### config.mk
export PLATFORM = sky130hd
export DESIGN_NAME = pcyc_top
export DESIGN_NICKNAME = d
export VERILOG_FILES = /design/src/design/pcyc_port.v /design/src/design/pcyc_seq.v /design/src/design/pcyc_top.v
export VERILOG_INCLUDE_DIRS = /design/src /design/src/design
export SDC_FILE = /design/constraint.sdc
export NUM_CORES = 1
export LEC_CHECK = 0
export BUFFER_PORTS_ARGS = -buffer_cell sky130_fd_sc_hd__buf_4
export CAP_MARGIN = 20
export CORE_ASPECT_RATIO = 0.8
export CORE_MARGIN = 2
export CORE_UTILIZATION = 25
export DETAILED_ROUTE_END_ITERATION = 7
export SLEW_MARGIN = 15
export SYNTH_ARGS = -nofsm -noshare
export SYNTH_HDL_FRONTEND = slang
export SYNTH_SLANG_ARGS = --single-unit
### constraint.sdc
create_clock -name clk_i -period 7.3 [get_ports clk_i]
set_input_delay 0.73 -clock clk_i [delete_from_list [all_inputs] [get_ports clk_i]]
set_output_delay 0.73 -clock clk_i [all_outputs]
set_load 0.1 [all_outputs]
### src/design/pcyc_defs.vh
`ifndef PCYC_DEFS_VH
`define PCYC_DEFS_VH
// slots of a machine cycle, one oscillator period each, S1P1 = 0
`define PCYC_SLOTS 12
`define PCYC_SLOT_LAST 4'hB
`define PCYC_SLOT_S1P1 4'h0
`define PCYC_SLOT_S1P2 4'h1
`define PCYC_SLOT_S2P1 4'h2
`define PCYC_SLOT_S3P2 4'h5
`define PCYC_SLOT_S4P1 4'h6
`define PCYC_SLOT_S4P2 4'h7
`define PCYC_SLOT_S5P1 4'h8
`define PCYC_SLOT_S6P2 4'hB
// instruction lengths in machine cycles
`define PCYC_CYC_ONE 3'h1
`define PCYC_CYC_TWO 3'h2
`define PCYC_CYC_MULDIV 3'h4
// port latch reset value and bus ones
`define PCYC_PORT_RESET 8'hFF
// strong pull-up pulse length in oscillator periods
`define PCYC_STRONG_OSC 2
// port indices
`define PCYC_PORT_MUX 0
`define PCYC_PORT_ONE 1
`define PCYC_PORT_HIGH 2
`define PCYC_PORT_MULTI 3
`endif

### src/design/pcyc_port.v
`timescale 1ns/1ns
`default_nettype none
`include "pcyc_defs.vh"
module pcyc_port #(
	parameter WIDTH = 8,
	parameter HAS_PULLUP = 1
) (
	input wire clk_i,
	input wire reset_i,
	input wire phase1_i,
	input wire wr_i,
	input wire [WIDTH-1:0] wdata_i,
	input wire force_ones_i,
	input wire sel_latch_i,
	input wire [WIDTH-1:0] alt_out_i,
	input wire ovr_en_i,
	input wire [WIDTH-1:0] ovr_val_i,
	input wire ovr_pull_i,
	input wire [WIDTH-1:0] pin_i,
	output wire [WIDTH-1:0] latch_o,
	output wire [WIDTH-1:0] rd_val_o,
	output wire [WIDTH-1:0] pin_o,
	output wire [WIDTH-1:0] pin_oe_n_o,
	output wire [WIDTH-1:0] strong_o,
	output wire [WIDTH-1:0] keep_o,
	output wire [WIDTH-1:0] vweak_o,
	output wire [WIDTH-1:0] pdn_o
);
	reg [WIDTH-1:0] latch_q;
	reg [WIDTH-1:0] out_q;
	reg pull_q;
	reg [WIDTH-1:0] str_a_q;
	reg [WIDTH-1:0] str_b_q;
	reg [WIDTH-1:0] keep_q;
	wire [WIDTH-1:0] out_d;
	wire [WIDTH-1:0] rise;
	wire [WIDTH-1:0] pulse;

	////////////////////////////////////////////////////////////////
	// port latch: d flip-flops loaded from the internal bus
	always @(posedge clk_i) begin
		if (reset_i) begin
			latch_q <= `PCYC_PORT_RESET;
		end else if (force_ones_i) begin
			latch_q <= {WIDTH{1'b1}};
		end else if (wr_i) begin
			latch_q <= wdata_i;
		end
	end

	////////////////////////////////////////////////////////////////
	// output buffer reloads on the edge opening phase 1, holds in phase 2
	// so a latch value arriving in S6P2 reaches the pin at S1P1
	assign out_d = ovr_en_i ? ovr_val_i : (latch_q & alt_out_i);
	always @(posedge clk_i) begin
		if (reset_i) begin
			out_q <= `PCYC_PORT_RESET;
			pull_q <= 1'b0;
		end else if (!phase1_i) begin
			out_q <= out_d;
			pull_q <= ovr_en_i & ovr_pull_i;
		end
	end

	////////////////////////////////////////////////////////////////
	// strong pull-up for two periods after a 0-to-1 change
	assign rise = (!phase1_i && !ovr_en_i) ? (~out_q & out_d) : {WIDTH{1'b0}};
	assign pulse = str_a_q | str_b_q;
	always @(posedge clk_i) begin
		if (reset_i) begin
			str_a_q <= {WIDTH{1'b0}};
			str_b_q <= {WIDTH{1'b0}};
			keep_q <= {WIDTH{1'b0}};
		end else begin
			str_a_q <= (HAS_PULLUP != 0) ? rise : {WIDTH{1'b0}};
			str_b_q <= str_a_q;
			keep_q <= (keep_q | pulse) & out_q & pin_i;
		end
	end

	////////////////////////////////////////////////////////////////
	// drive enables and read paths
	assign strong_o = pulse | (pull_q ? out_q : {WIDTH{1'b0}});
	assign keep_o = keep_q;
	assign vweak_o = (HAS_PULLUP != 0) ? out_q : {WIDTH{1'b0}};
	assign pdn_o = ~out_q;
	assign pin_o = out_q;
	assign pin_oe_n_o = ~(~out_q | strong_o);
	assign latch_o = latch_q;
	assign rd_val_o = sel_latch_i ? latch_q : pin_i;
endmodule
`default_nettype wire

### src/design/pcyc_seq.v
`timescale 1ns/1ns
`default_nettype none
`include "pcyc_defs.vh"
module pcyc_seq (
	input wire clk_i,
	input wire reset_i,
	output wire [3:0] slot_o,
	output wire [2:0] state_o,
	output wire phase2_o,
	output wire cyc_end_o
);
	reg [3:0] slot_q;
	wire [3:0] slot_d;

	////////////////////////////////////////////////////////////////
	// slot counter, wraps after S6P2
	assign slot_d = (slot_q == `PCYC_SLOT_LAST) ? `PCYC_SLOT_S1P1 : slot_q + 4'h1;
	always @(posedge clk_i) begin
		if (reset_i) begin
			slot_q <= `PCYC_SLOT_S1P1;
		end else begin
			slot_q <= slot_d;
		end
	end

	////////////////////////////////////////////////////////////////
	// phase bit toggles each period: internal clock at half rate
	assign phase2_o = slot_q[0];
	assign state_o = slot_q[3:1];
	assign slot_o = slot_q;
	assign cyc_end_o = (slot_q == `PCYC_SLOT_S6P2);
endmodule
`default_nettype wire

### src/design/pcyc_top.v
`timescale 1ns/1ns
`default_nettype none
`include "pcyc_defs.vh"
module pcyc_top (
	input wire clk_i,
	input wire reset_i,
	input wire [7:0] code_byte_i,
	input wire dec_two_byte_i,
	input wire [2:0] dec_cycles_i,
	input wire dec_muldiv_i,
	input wire dec_xdata_i,
	output reg code_fetch_o,
	output reg pc_inc_o,
	output reg [7:0] ir_o,
	output reg [7:0] operand_o,
	output reg exec_done_o,
	output wire [2:0] state_o,
	output wire phase2_o,
	output wire ale_o,
	input wire [15:0] xmove_addr_i,
	input wire xmove_wide_i,
	input wire xmove_write_i,
	input wire [7:0] xmove_wdata_i,
	output reg [7:0] xmove_rdata_o,
	output reg xmove_rvalid_o,
	input wire [3:0] port_wr_i,
	input wire [7:0] port_wdata_i,
	input wire [3:0] port_rd_latch_i,
	input wire [3:0] port_rd_pin_i,
	input wire rmw_i,
	output reg [7:0] port_rdata_o,
	input wire serial_tx_i,
	output wire serial_rx_o,
	output wire ext_irq_a_o,
	output wire ext_irq_b_o,
	output wire timer_a_count_in_o,
	output wire timer_b_count_in_o,
	output wire timer_c_count_in_o,
	output wire timer_c_trigger_in_o,
	input wire [7:0] mux_bus_port_in_i,
	output wire [7:0] mux_bus_port_out_o,
	output wire [7:0] mux_bus_port_oe_n_o,
	output wire [7:0] mux_bus_port_strong_o,
	output wire [7:0] mux_bus_port_keep_o,
	output wire [7:0] mux_bus_port_vweak_o,
	output wire [7:0] mux_bus_port_pdn_o,
	input wire [7:0] general_port_one_in_i,
	output wire [7:0] general_port_one_out_o,
	output wire [7:0] general_port_one_oe_n_o,
	output wire [7:0] general_port_one_strong_o,
	output wire [7:0] general_port_one_keep_o,
	output wire [7:0] general_port_one_vweak_o,
	output wire [7:0] general_port_one_pdn_o,
	input wire [7:0] high_address_port_in_i,
	output wire [7:0] high_address_port_out_o,
	output wire [7:0] high_address_port_oe_n_o,
	output wire [7:0] high_address_port_strong_o,
	output wire [7:0] high_address_port_keep_o,
	output wire [7:0] high_address_port_vweak_o,
	output wire [7:0] high_address_port_pdn_o,
	input wire [7:0] multifunction_port_in_i,
	output wire [7:0] multifunction_port_out_o,
	output wire [7:0] multifunction_port_oe_n_o,
	output wire [7:0] multifunction_port_strong_o,
	output wire [7:0] multifunction_port_keep_o,
	output wire [7:0] multifunction_port_vweak_o,
	output wire [7:0] multifunction_port_pdn_o
);
	wire [3:0] slot;
	wire cyc_end;
	reg first_q;
	reg two_byte_q;
	reg xdata_q;
	reg [2:0] ncyc_q;
	reg [2:0] cyc_cnt_q;
	wire xd_cyc2;
	wire addr_phase;
	wire data_phase;
	wire strobe_win;
	wire rd_n;
	wire wr_n;
	wire bus_start;
	wire [7:0] mux_ovr_val;
	wire [7:0] multi_alt;
	wire [7:0] rd_mux;
	wire [7:0] rd_one;
	wire [7:0] rd_high;
	wire [7:0] rd_multi;

	// strobe slots: S1P2, S2P1, S4P2, S5P1
	function ale_slot;
		input [3:0] s;
		begin
			ale_slot = (s == `PCYC_SLOT_S1P2) || (s == `PCYC_SLOT_S2P1) ||
				(s == `PCYC_SLOT_S4P2) || (s == `PCYC_SLOT_S5P1);
		end
	endfunction

	// cycle count of an instruction, clamped
	function [2:0] cyc_len;
		input [2:0] c;
		input md;
		input xd;
		begin
			if (md) begin
				cyc_len = `PCYC_CYC_MULDIV;
			end else if (xd || c >= `PCYC_CYC_TWO) begin
				cyc_len = `PCYC_CYC_TWO;
			end else begin
				cyc_len = `PCYC_CYC_ONE;
			end
		end
	endfunction

	////////////////////////////////////////////////////////////////
	// state sequencer
	pcyc_seq u_seq (
		.clk_i(clk_i),
		.reset_i(reset_i),
		.slot_o(slot),
		.state_o(state_o),
		.phase2_o(phase2_o),
		.cyc_end_o(cyc_end)
	);

	////////////////////////////////////////////////////////////////
	// instruction pacing: opcode, second byte, cycle count
	assign xd_cyc2 = xdata_q && (cyc_cnt_q == 3'h1);
	always @(posedge clk_i) begin
		if (reset_i) begin
			first_q <= 1'b1;
			two_byte_q <= 1'b0;
			xdata_q <= 1'b0;
			ncyc_q <= `PCYC_CYC_ONE;
			cyc_cnt_q <= 3'h0;
			ir_o <= 8'h00;
			operand_o <= 8'h00;
			code_fetch_o <= 1'b0;
			pc_inc_o <= 1'b0;
			exec_done_o <= 1'b0;
		end else begin
			code_fetch_o <= 1'b0;
			pc_inc_o <= 1'b0;
			exec_done_o <= 1'b0;
			if (slot == `PCYC_SLOT_S1P2 && !xd_cyc2) begin
				code_fetch_o <= 1'b1;
				if (first_q) begin
					ir_o <= code_byte_i;
					pc_inc_o <= 1'b1;
					two_byte_q <= dec_two_byte_i & ~dec_xdata_i;
					xdata_q <= dec_xdata_i;
					ncyc_q <= cyc_len(dec_cycles_i, dec_muldiv_i, dec_xdata_i);
					first_q <= 1'b0;
				end
			end
			if (slot == `PCYC_SLOT_S4P2 && !xd_cyc2) begin
				code_fetch_o <= 1'b1;
				if (cyc_cnt_q == 3'h0 && two_byte_q) begin
					operand_o <= code_byte_i;
					pc_inc_o <= 1'b1;
				end
			end
			if (cyc_end) begin
				if (cyc_cnt_q == ncyc_q - 3'h1) begin
					exec_done_o <= 1'b1;
					cyc_cnt_q <= 3'h0;
					first_q <= 1'b1;
					xdata_q <= 1'b0;
					two_byte_q <= 1'b0;
				end else begin
					cyc_cnt_q <= cyc_cnt_q + 3'h1;
				end
			end
		end
	end

	////////////////////////////////////////////////////////////////
	// address latch strobe, first pulse dropped in data move cycle two
	assign ale_o = ale_slot(slot) && !(xd_cyc2 && slot < `PCYC_SLOT_S4P2);

	////////////////////////////////////////////////////////////////
	// external data access windows and strobes
	assign addr_phase = xdata_q && cyc_cnt_q == 3'h0 && slot >= `PCYC_SLOT_S4P2;
	assign data_phase = xd_cyc2 && slot <= `PCYC_SLOT_S4P1;
	assign strobe_win = data_phase && slot >= `PCYC_SLOT_S1P2 && slot <= `PCYC_SLOT_S3P2;
	assign rd_n = ~(strobe_win & ~xmove_write_i);
	assign wr_n = ~(strobe_win & xmove_write_i);
	assign bus_start = xdata_q && cyc_cnt_q == 3'h0 && slot == `PCYC_SLOT_S4P2;
	assign mux_ovr_val = addr_phase ? xmove_addr_i[7:0] :
		(xmove_write_i ? xmove_wdata_i : 8'hFF);

	// read data taken at S3P2 from the bus port pins
	always @(posedge clk_i) begin
		if (reset_i) begin
			xmove_rdata_o <= 8'h00;
			xmove_rvalid_o <= 1'b0;
		end else begin
			xmove_rvalid_o <= 1'b0;
			if (data_phase && !xmove_write_i && slot == `PCYC_SLOT_S3P2) begin
				xmove_rdata_o <= mux_bus_port_in_i;
				xmove_rvalid_o <= 1'b1;
			end
		end
	end

	////////////////////////////////////////////////////////////////
	// alternate functions
	assign multi_alt = {rd_n, wr_n, 4'hF, serial_tx_i, 1'b1};
	assign serial_rx_o = multifunction_port_in_i[0];
	assign ext_irq_a_o = multifunction_port_in_i[2];
	assign ext_irq_b_o = multifunction_port_in_i[3];
	assign timer_a_count_in_o = multifunction_port_in_i[4];
	assign timer_b_count_in_o = multifunction_port_in_i[5];
	assign timer_c_count_in_o = general_port_one_in_i[0];
	assign timer_c_trigger_in_o = general_port_one_in_i[1];

	////////////////////////////////////////////////////////////////
	// port units
	pcyc_port #(.WIDTH(8), .HAS_PULLUP(0)) u_mux (
		.clk_i(clk_i),
		.reset_i(reset_i),
		.phase1_i(~phase2_o),
		.wr_i(port_wr_i[`PCYC_PORT_MUX]),
		.wdata_i(port_wdata_i),
		.force_ones_i(bus_start),
		.sel_latch_i(port_rd_latch_i[`PCYC_PORT_MUX] | rmw_i),
		.alt_out_i(8'hFF),
		.ovr_en_i(addr_phase | data_phase),
		.ovr_val_i(mux_ovr_val),
		.ovr_pull_i(addr_phase | xmove_write_i),
		.pin_i(mux_bus_port_in_i),
		.latch_o(),
		.rd_val_o(rd_mux),
		.pin_o(mux_bus_port_out_o),
		.pin_oe_n_o(mux_bus_port_oe_n_o),
		.strong_o(mux_bus_port_strong_o),
		.keep_o(mux_bus_port_keep_o),
		.vweak_o(mux_bus_port_vweak_o),
		.pdn_o(mux_bus_port_pdn_o)
	);

	pcyc_port #(.WIDTH(8), .HAS_PULLUP(1)) u_one (
		.clk_i(clk_i),
		.reset_i(reset_i),
		.phase1_i(~phase2_o),
		.wr_i(port_wr_i[`PCYC_PORT_ONE]),
		.wdata_i(port_wdata_i),
		.force_ones_i(1'b0),
		.sel_latch_i(port_rd_latch_i[`PCYC_PORT_ONE] | rmw_i),
		.alt_out_i(8'hFF),
		.ovr_en_i(1'b0),
		.ovr_val_i(8'hFF),
		.ovr_pull_i(1'b0),
		.pin_i(general_port_one_in_i),
		.latch_o(),
		.rd_val_o(rd_one),
		.pin_o(general_port_one_out_o),
		.pin_oe_n_o(general_port_one_oe_n_o),
		.strong_o(general_port_one_strong_o),
		.keep_o(general_port_one_keep_o),
		.vweak_o(general_port_one_vweak_o),
		.pdn_o(general_port_one_pdn_o)
	);

	pcyc_port #(.WIDTH(8), .HAS_PULLUP(1)) u_high (
		.clk_i(clk_i),
		.reset_i(reset_i),
		.phase1_i(~phase2_o),
		.wr_i(port_wr_i[`PCYC_PORT_HIGH]),
		.wdata_i(port_wdata_i),
		.force_ones_i(1'b0),
		.sel_latch_i(port_rd_latch_i[`PCYC_PORT_HIGH] | rmw_i),
		.alt_out_i(8'hFF),
		.ovr_en_i((addr_phase | data_phase) & xmove_wide_i),
		.ovr_val_i(xmove_addr_i[15:8]),
		.ovr_pull_i(1'b1),
		.pin_i(high_address_port_in_i),
		.latch_o(),
		.rd_val_o(rd_high),
		.pin_o(high_address_port_out_o),
		.pin_oe_n_o(high_address_port_oe_n_o),
		.strong_o(high_address_port_strong_o),
		.keep_o(high_address_port_keep_o),
		.vweak_o(high_address_port_vweak_o),
		.pdn_o(high_address_port_pdn_o)
	);

	pcyc_port #(.WIDTH(8), .HAS_PULLUP(1)) u_multi (
		.clk_i(clk_i),
		.reset_i(reset_i),
		.phase1_i(~phase2_o),
		.wr_i(port_wr_i[`PCYC_PORT_MULTI]),
		.wdata_i(port_wdata_i),
		.force_ones_i(1'b0),
		.sel_latch_i(port_rd_latch_i[`PCYC_PORT_MULTI] | rmw_i),
		.alt_out_i(multi_alt),
		.ovr_en_i(1'b0),
		.ovr_val_i(8'hFF),
		.ovr_pull_i(1'b0),
		.pin_i(multifunction_port_in_i),
		.latch_o(),
		.rd_val_o(rd_multi),
		.pin_o(multifunction_port_out_o),
		.pin_oe_n_o(multifunction_port_oe_n_o),
		.strong_o(multifunction_port_strong_o),
		.keep_o(multifunction_port_keep_o),
		.vweak_o(multifunction_port_vweak_o),
		.pdn_o(multifunction_port_pdn_o)
	);

	////////////////////////////////////////////////////////////////
	// register read data, latch path forced for read-modify-write
	always @(posedge clk_i) begin
		if (reset_i) begin
			port_rdata_o <= 8'h00;
		end else if (port_rd_latch_i[0] | port_rd_pin_i[0]) begin
			port_rdata_o <= rd_mux;
		end else if (port_rd_latch_i[1] | port_rd_pin_i[1]) begin
			port_rdata_o <= rd_one;
		end else if (port_rd_latch_i[2] | port_rd_pin_i[2]) begin
			port_rdata_o <= rd_high;
		end else if (port_rd_latch_i[3] | port_rd_pin_i[3]) begin
			port_rdata_o <= rd_multi;
		end
	end
endmodule
`default_nettype wire

Yosys cells after proc, flatten, opt, wreduce, memory -nomap -nowiden
Cells that the tools add are included.

operators by class
  multiplexer cells = 36
  bitwise logic cells = 53
  $add $sub $neg = 3
  magnitude comparators = 6
  equal/unequal tests = 8
  reduce and logical (&&, ||, !) cells = 32

operator list
  cell                                                                   number
  8-bit two-way mux                                                      14
  8-bit bitwise AND                                                      12
  8-bit OR                                                               11
  8-bit inverter                                                         8
  1-bit two-way mux                                                      19
  1-bit logical AND                                                      15
  1-bit OR                                                               10
  2-bit OR reduction                                                     5
  4-bit by 3-bit == test with 1-bit output, second input constant        2
  4-bit == test, second input constant                                   2
  4-bit by 3-bit <= comparator with 1-bit output, second input constant  2
  1-bit inverter                                                         7
  3-bit two-way mux                                                      2
  1-bit bitwise AND                                                      5
  4-bit by 1-bit adder with 4-bit output, second input constant          1
  4-bit by 1-bit == test with 1-bit output, second input constant        1
  4-bit by 2-bit == test with 1-bit output, second input constant        1
  4-bit by 1-bit >= comparator with 1-bit output, second input constant  1
  4-bit by 3-bit >= comparator with 1-bit output, second input constant  1
  1-bit zero test                                                        4
  1-bit logical OR                                                       4
  4-bit by 3-bit < comparator with 1-bit output, second input constant   1
  2-bit AND reduction                                                    2
  4-bit nonzero test                                                     1
  7 further kinds                                                        7

storage, ports and cells
  input port bits = 96
  flip-flop bits (word level) = 195

Logic depth before layout (Yosys ltp)
  word-level depth = 9
  depth in mapped cells = 11

Modules after synthesis
A second synthesis with hierarchy kept.

second synthesis, totals
  cell total of the unflattened synthesis = 1,002
  area, all modules = 9,120.0 µm²

by module, submodules not included
  module                  area each (µm²)  sequential area each (µm²)  times used  cells each
  pcyc_port (u_high ...)  1,765.4          820.8                       3           192
  pcyc_top                2,362.3          900.9                       1           272
  pcyc_port (u_mux)       1,242.4          500.5                       1           134
  pcyc_seq                219.0            80.1                        1           20

Worst setup path after synthesis
No wires, ideal clock.

  kind = register to output
  start = register u_seq.slot_q[0] (netlist: u_seq.slot_o[0])
  end = output port ale_o
  path slack = 3.069 ns
  stages on the path, launching flop included = 9
  required time = 6.570 ns
  arrival time = 3.501 ns
  path through = dfxtp_1 -> clkbuf_1 -> inv_2 -> clkbuf_1 -> buf_1 -> ha_1 -> nor2_1 -> o31a_1 -> o21ai_1

between the ends
  cells in the longest elaborated chain, start to end = 5
  elaborated cells between the ends (all ways) = 11
  classes of those cells = order compare (1); eq/ne (4); reduce/logical (6)

ends and longest elaborated chain
  element                                                                                                line            text
  from (decl)                                                                                            pcyc_seq.v:12   reg [3:0] slot_q;
  from (signal assigned)                                                                                 pcyc_seq.v:20   slot_q <= `PCYC_SLOT_S1P1;
  from (signal assigned)                                                                                 pcyc_seq.v:22   slot_q <= slot_d;
  parallel branches: the longest is 4 deep, another holds 4-bit by 3-bit < comparator with 1-bit output  --
  1-bit logical AND (*)                                                                                  pcyc_top.v:179  assign ale_o = ale_slot(slot) && !(xd_cyc2 && slot < `PCYC_SLOT_S4P2);
  to (decl)                                                                                              pcyc_top.v:19   output wire ale_o,

Mark *: on every way between the ends.

Worst setup path after layout
Same ends and word-level chain as after synthesis.

==> results.txt <==
The largest fanout of any net on the critical path came out at 45. TritonCTS built the clock tree. The dominant register cell in the synthesized netlist is dfxtp_1. STA classifies the critical path endpoint as an output pin.

The initial antenna violation count came out at 1. The clock net in this run drives a total of 195 sinks. Along the worst hold path, the cell count comes to 1. The proportion of synthesized chip area in sequential cells is 0.479. Counting I/O delays and the setup requirement, the final critical path takes 3.06 ns. The placeable core area is 0.0323 sq mm. The total vias in the final route is 7,427. The number of fill cells is 3,367.

The total number of yosys warnings is 0. The amount of wire on met2 after detailed routing is 13.1 mm. Sorting the synthesized cells by area gives the leading types as dfxtp_1, mux2i_1, nand2_1. The fraction of post-synthesis cell area in the top cell type by area came out at 0.479.

The global-route usage over all layers came out at 0.162. The via count of the first global-routing pass was 6,776. The number of nets in the finished design is 1,255.

After detailed routing, the met3 layer carries 1.86 mm of wire. The arrival time at the worst endpoint came out at 2.33 ns. The launching element type of the critical path is a flop. Of the total synthesized cell area, the portion taken by AND, OR, NAND and NOR gates is 0.197.

The die boundary width came out at 206 microns. The complex-gate fraction of the synthesized area was 0.156. In this run, the number of DRC markers left after iteration 0 of detailed routing was 406. The worst hold path begins at u_multi.str_a_q[1]$_SDFF_PP0_.

The cell sitting at the root of the clock tree is a clkbuf_16. Row generation in the floorplan step produced 59 rows. The area of the mapped netlist came out at 0.00816 sq mm. The share of post-route cells with drive strength above 1 came out at 0.335. The clock insertion delay at the later pin of the skew report is 0.44 ns. Of the total synthesized cell area, the portion taken by full adders, half adders and majority gates is 0.0138. The congestion estimate from routability-driven global placement came to 0.763.

Setup repair after global routing left no endpoint under its margin. The number of levels the H-tree was split into is 4. Setup violations remaining at the end of the flow were counted as 0. The portion of netlist area occupied by mux cells is 0.0627. OpenSTA, run right after detailed placement, puts the worst setup slack at 4.47 ns. The total CTS buffers came out at 17.

Static timing analysis puts the maximum clock frequency at 327 MHz. The count of different cell masters after synthesis is 57. The worst register-to-register path has a depth of 7. The remaining max-slew budget at the tightest pin is 0.251.

The end of the worst hold path is u_multi.str_b_q[1]$_SDFF_PP0_. The total iterations of the first detailed-routing run came out at 5. The detailed router used layers up to and including met4.

Global routing finished with a remaining overflow of 0. In the finished design, the share of the clock period the worst path needs comes to 0.420. The xor/xnor share of the synthesized area came out at 0.00706.

The clock skew is 0.00796 ns. VDD sags by at most 178 uV. The synthesized area divided by synthesized cell count came out at 9.25 sq um. The clock-pin transition on the worst setup and hold timing paths came out at 0.07 ns.

The slack of the critical path is 4.24 ns. The path class of the tightest hold or removal check is reg -> reg. The run finished with clean final reports.

The final count of hold timing violations came out at 0. The I/O pin total came out at 336. The cell type contributing the most total cell area after synthesis is dfxtp_1. Hold repair after CTS inserted 0 buffers. Once detailed placement completed, the half-perimeter wirelength came to 21.2 mm.

The buffers inserted during post-CTS setup optimization came out at 0. The startpoint identified for the worst register-to-register timing path is u_seq.slot_o[0]$_SDFF_PP0_. Measured along the y axis, the die boundary spans 166 microns. The initial utilization of the core area, before any placement, comes to 0.252. The worst register-to-register path has a setup slack of 4.52 ns. The detailed-route wire length on metal 1 came out at 13.4 mm. The gate count of the mapped netlist came out at 882. The actual transition at the worst max-transition pin is 1.12 ns. The commonest cells after synthesis are dfxtp_1, nand2_1, nor2_1. Dividing the detail-routed via count by the number of cells gives 4.67. The number of I/O port buffers came out at 326. The remaining number of nets flagged by the antenna check after routing came out at 0. The flip-flop and latch count after synthesis came out at 195. The largest family of logic cells by synthesized area is simple AND/OR/NAND/NOR gates. In this run the power density over the cells is 262 mW/mm^2.

In this run the critical register-to-register path is captured at u_high.str_a_q[6]$_SDFF_PP0_. The analysis attributes to cell leakage a power of 5.35 nW. The area growth from synthesis to layout came out at 38.9%. The post-detailed-routing wire length came out at 28.5 mm. In the final routed layout, each cell accounts on average for 17.9 microns. The max-slew violation count is 0. STA puts the critical path data required time at 6.57 ns. In the routed design, unresolved DRC markers number 0.

The reported max-cap violation count came out at 0. The number of synthesized flops with an enable pin came out at 0. In the synthesized netlist the async set-or-reset flop fraction comes to 0. The first-pass GRT wire length is 41.3 mm. The maximum buffer depth of the clock tree came out at 2. The category of the critical setup timing path is reg -> out. Among all cell types in the netlist, the one instantiated most often is dfxtp_1. The post-CTS resize count came out at 0.

The floorplan step defined a die boundary enclosing 0.0341 sq mm. Entering global routing, the biggest net connects 77 pins. Adding up every negative setup slack in the final design gives 0 ns.
## worst max-delay path, cell delays in order (launching register included)
cell and delay [ns]:
dfxtp_2 0.33, buf_4 0.46, ha_1 0.36, nor2_1 0.07, o31a_1 0.23, o21ai_1 0.12
buf_4 0.31
## placed cells by master, fill, tap and decap left out, drive strengths merged, types with 9 or more instances in the layout
master / count
a2111oi: 9
a211o: 9
a21oi: 20
a311oi: 9
a31oi: 9
buf: 333
clkbuf: 19
dfxtp: 195
ha: 9
inv: 53
mux2i: 50
nand2: 90
nor2: 78
nor2b: 25
nor3: 39
nor3b: 23
o2111a: 16
o211ai: 21
o21ai: 15
o221ai: 24
o22ai: 9
or2: 18
## power breakdown
| group | switching (mW) | internal, mW |
|---|---|---|
| sequential | 0.0412 | 1.10 |
| clock | 0.440 | 0.558 |
| combinational | 0.653 | 0.176 |
## worst max-delay path by stage
stage	from	end	slack, ns
4_1_cts	u_seq.slot_o[0]$_SDFF_PP0_	ale_o	4.21
3_3_place_gp	reset_i	u_high.str_a_q[6]$_SDFF_PP0_	4.52
6_report	u_seq.slot_o[0]$_SDFF_PP0_	ale_o	4.24
3_5_place_dp	reset_i	u_high.str_a_q[6]$_SDFF_PP0_	4.47
2_1_floorplan	u_seq.slot_o[0]$_SDFF_PP0_	ale_o	3.07
5_1_grt	u_seq.slot_o[0]$_SDFF_PP0_	ale_o	4.08
## stage by stage
stage          hold WS [ns]  utilization  cells  power [mW]  instance area [sq um]
6_report              0.454        0.350   1590        2.97                  11300
2_1_floorplan         0.429            -    889        1.81                   8180
4_1_cts               0.458        0.350   1589        3.00                  11300
5_1_grt               0.468        0.350   1590        3.08                  11300
3_5_place_dp          0.441        0.332   1558        2.00                  10700
3_3_place_gp          0.437        0.332   1558        2.00                  10700
## area by class of cell
cell class,instances,area [sq um],area share
clock buffer,19,453,0.0400
timing repair buffer,333,2500,0.221
clock inverter,12,153,0.0135
sequential,195,3910,0.345
multi-input combinational,553,3600,0.317
tap,427,534,0.0472
antenna,1,2.50,0.000221
inverter,50,188,0.0166
## cells by family (layout without fill, tap and decap cells)
family,after synthesis,after routing
adders and majority gates,9,9
other,1,9
and+or+nand+nor,317,317
xor gates and xnor gates,5,5
AOI/OAI and AO/OA,163,163
muxes,51,51
DFF,195,195
buffers and inverters,141,414
## metal layers
layer	track usage	vias to the layer above
met4	0.0318	0
met3	0.0465	11
li1	-	3613
met1	0.222	3569
met5	0	-
met2	0.255	234
No activity file was read; power rests on OpenSTA's default activity.
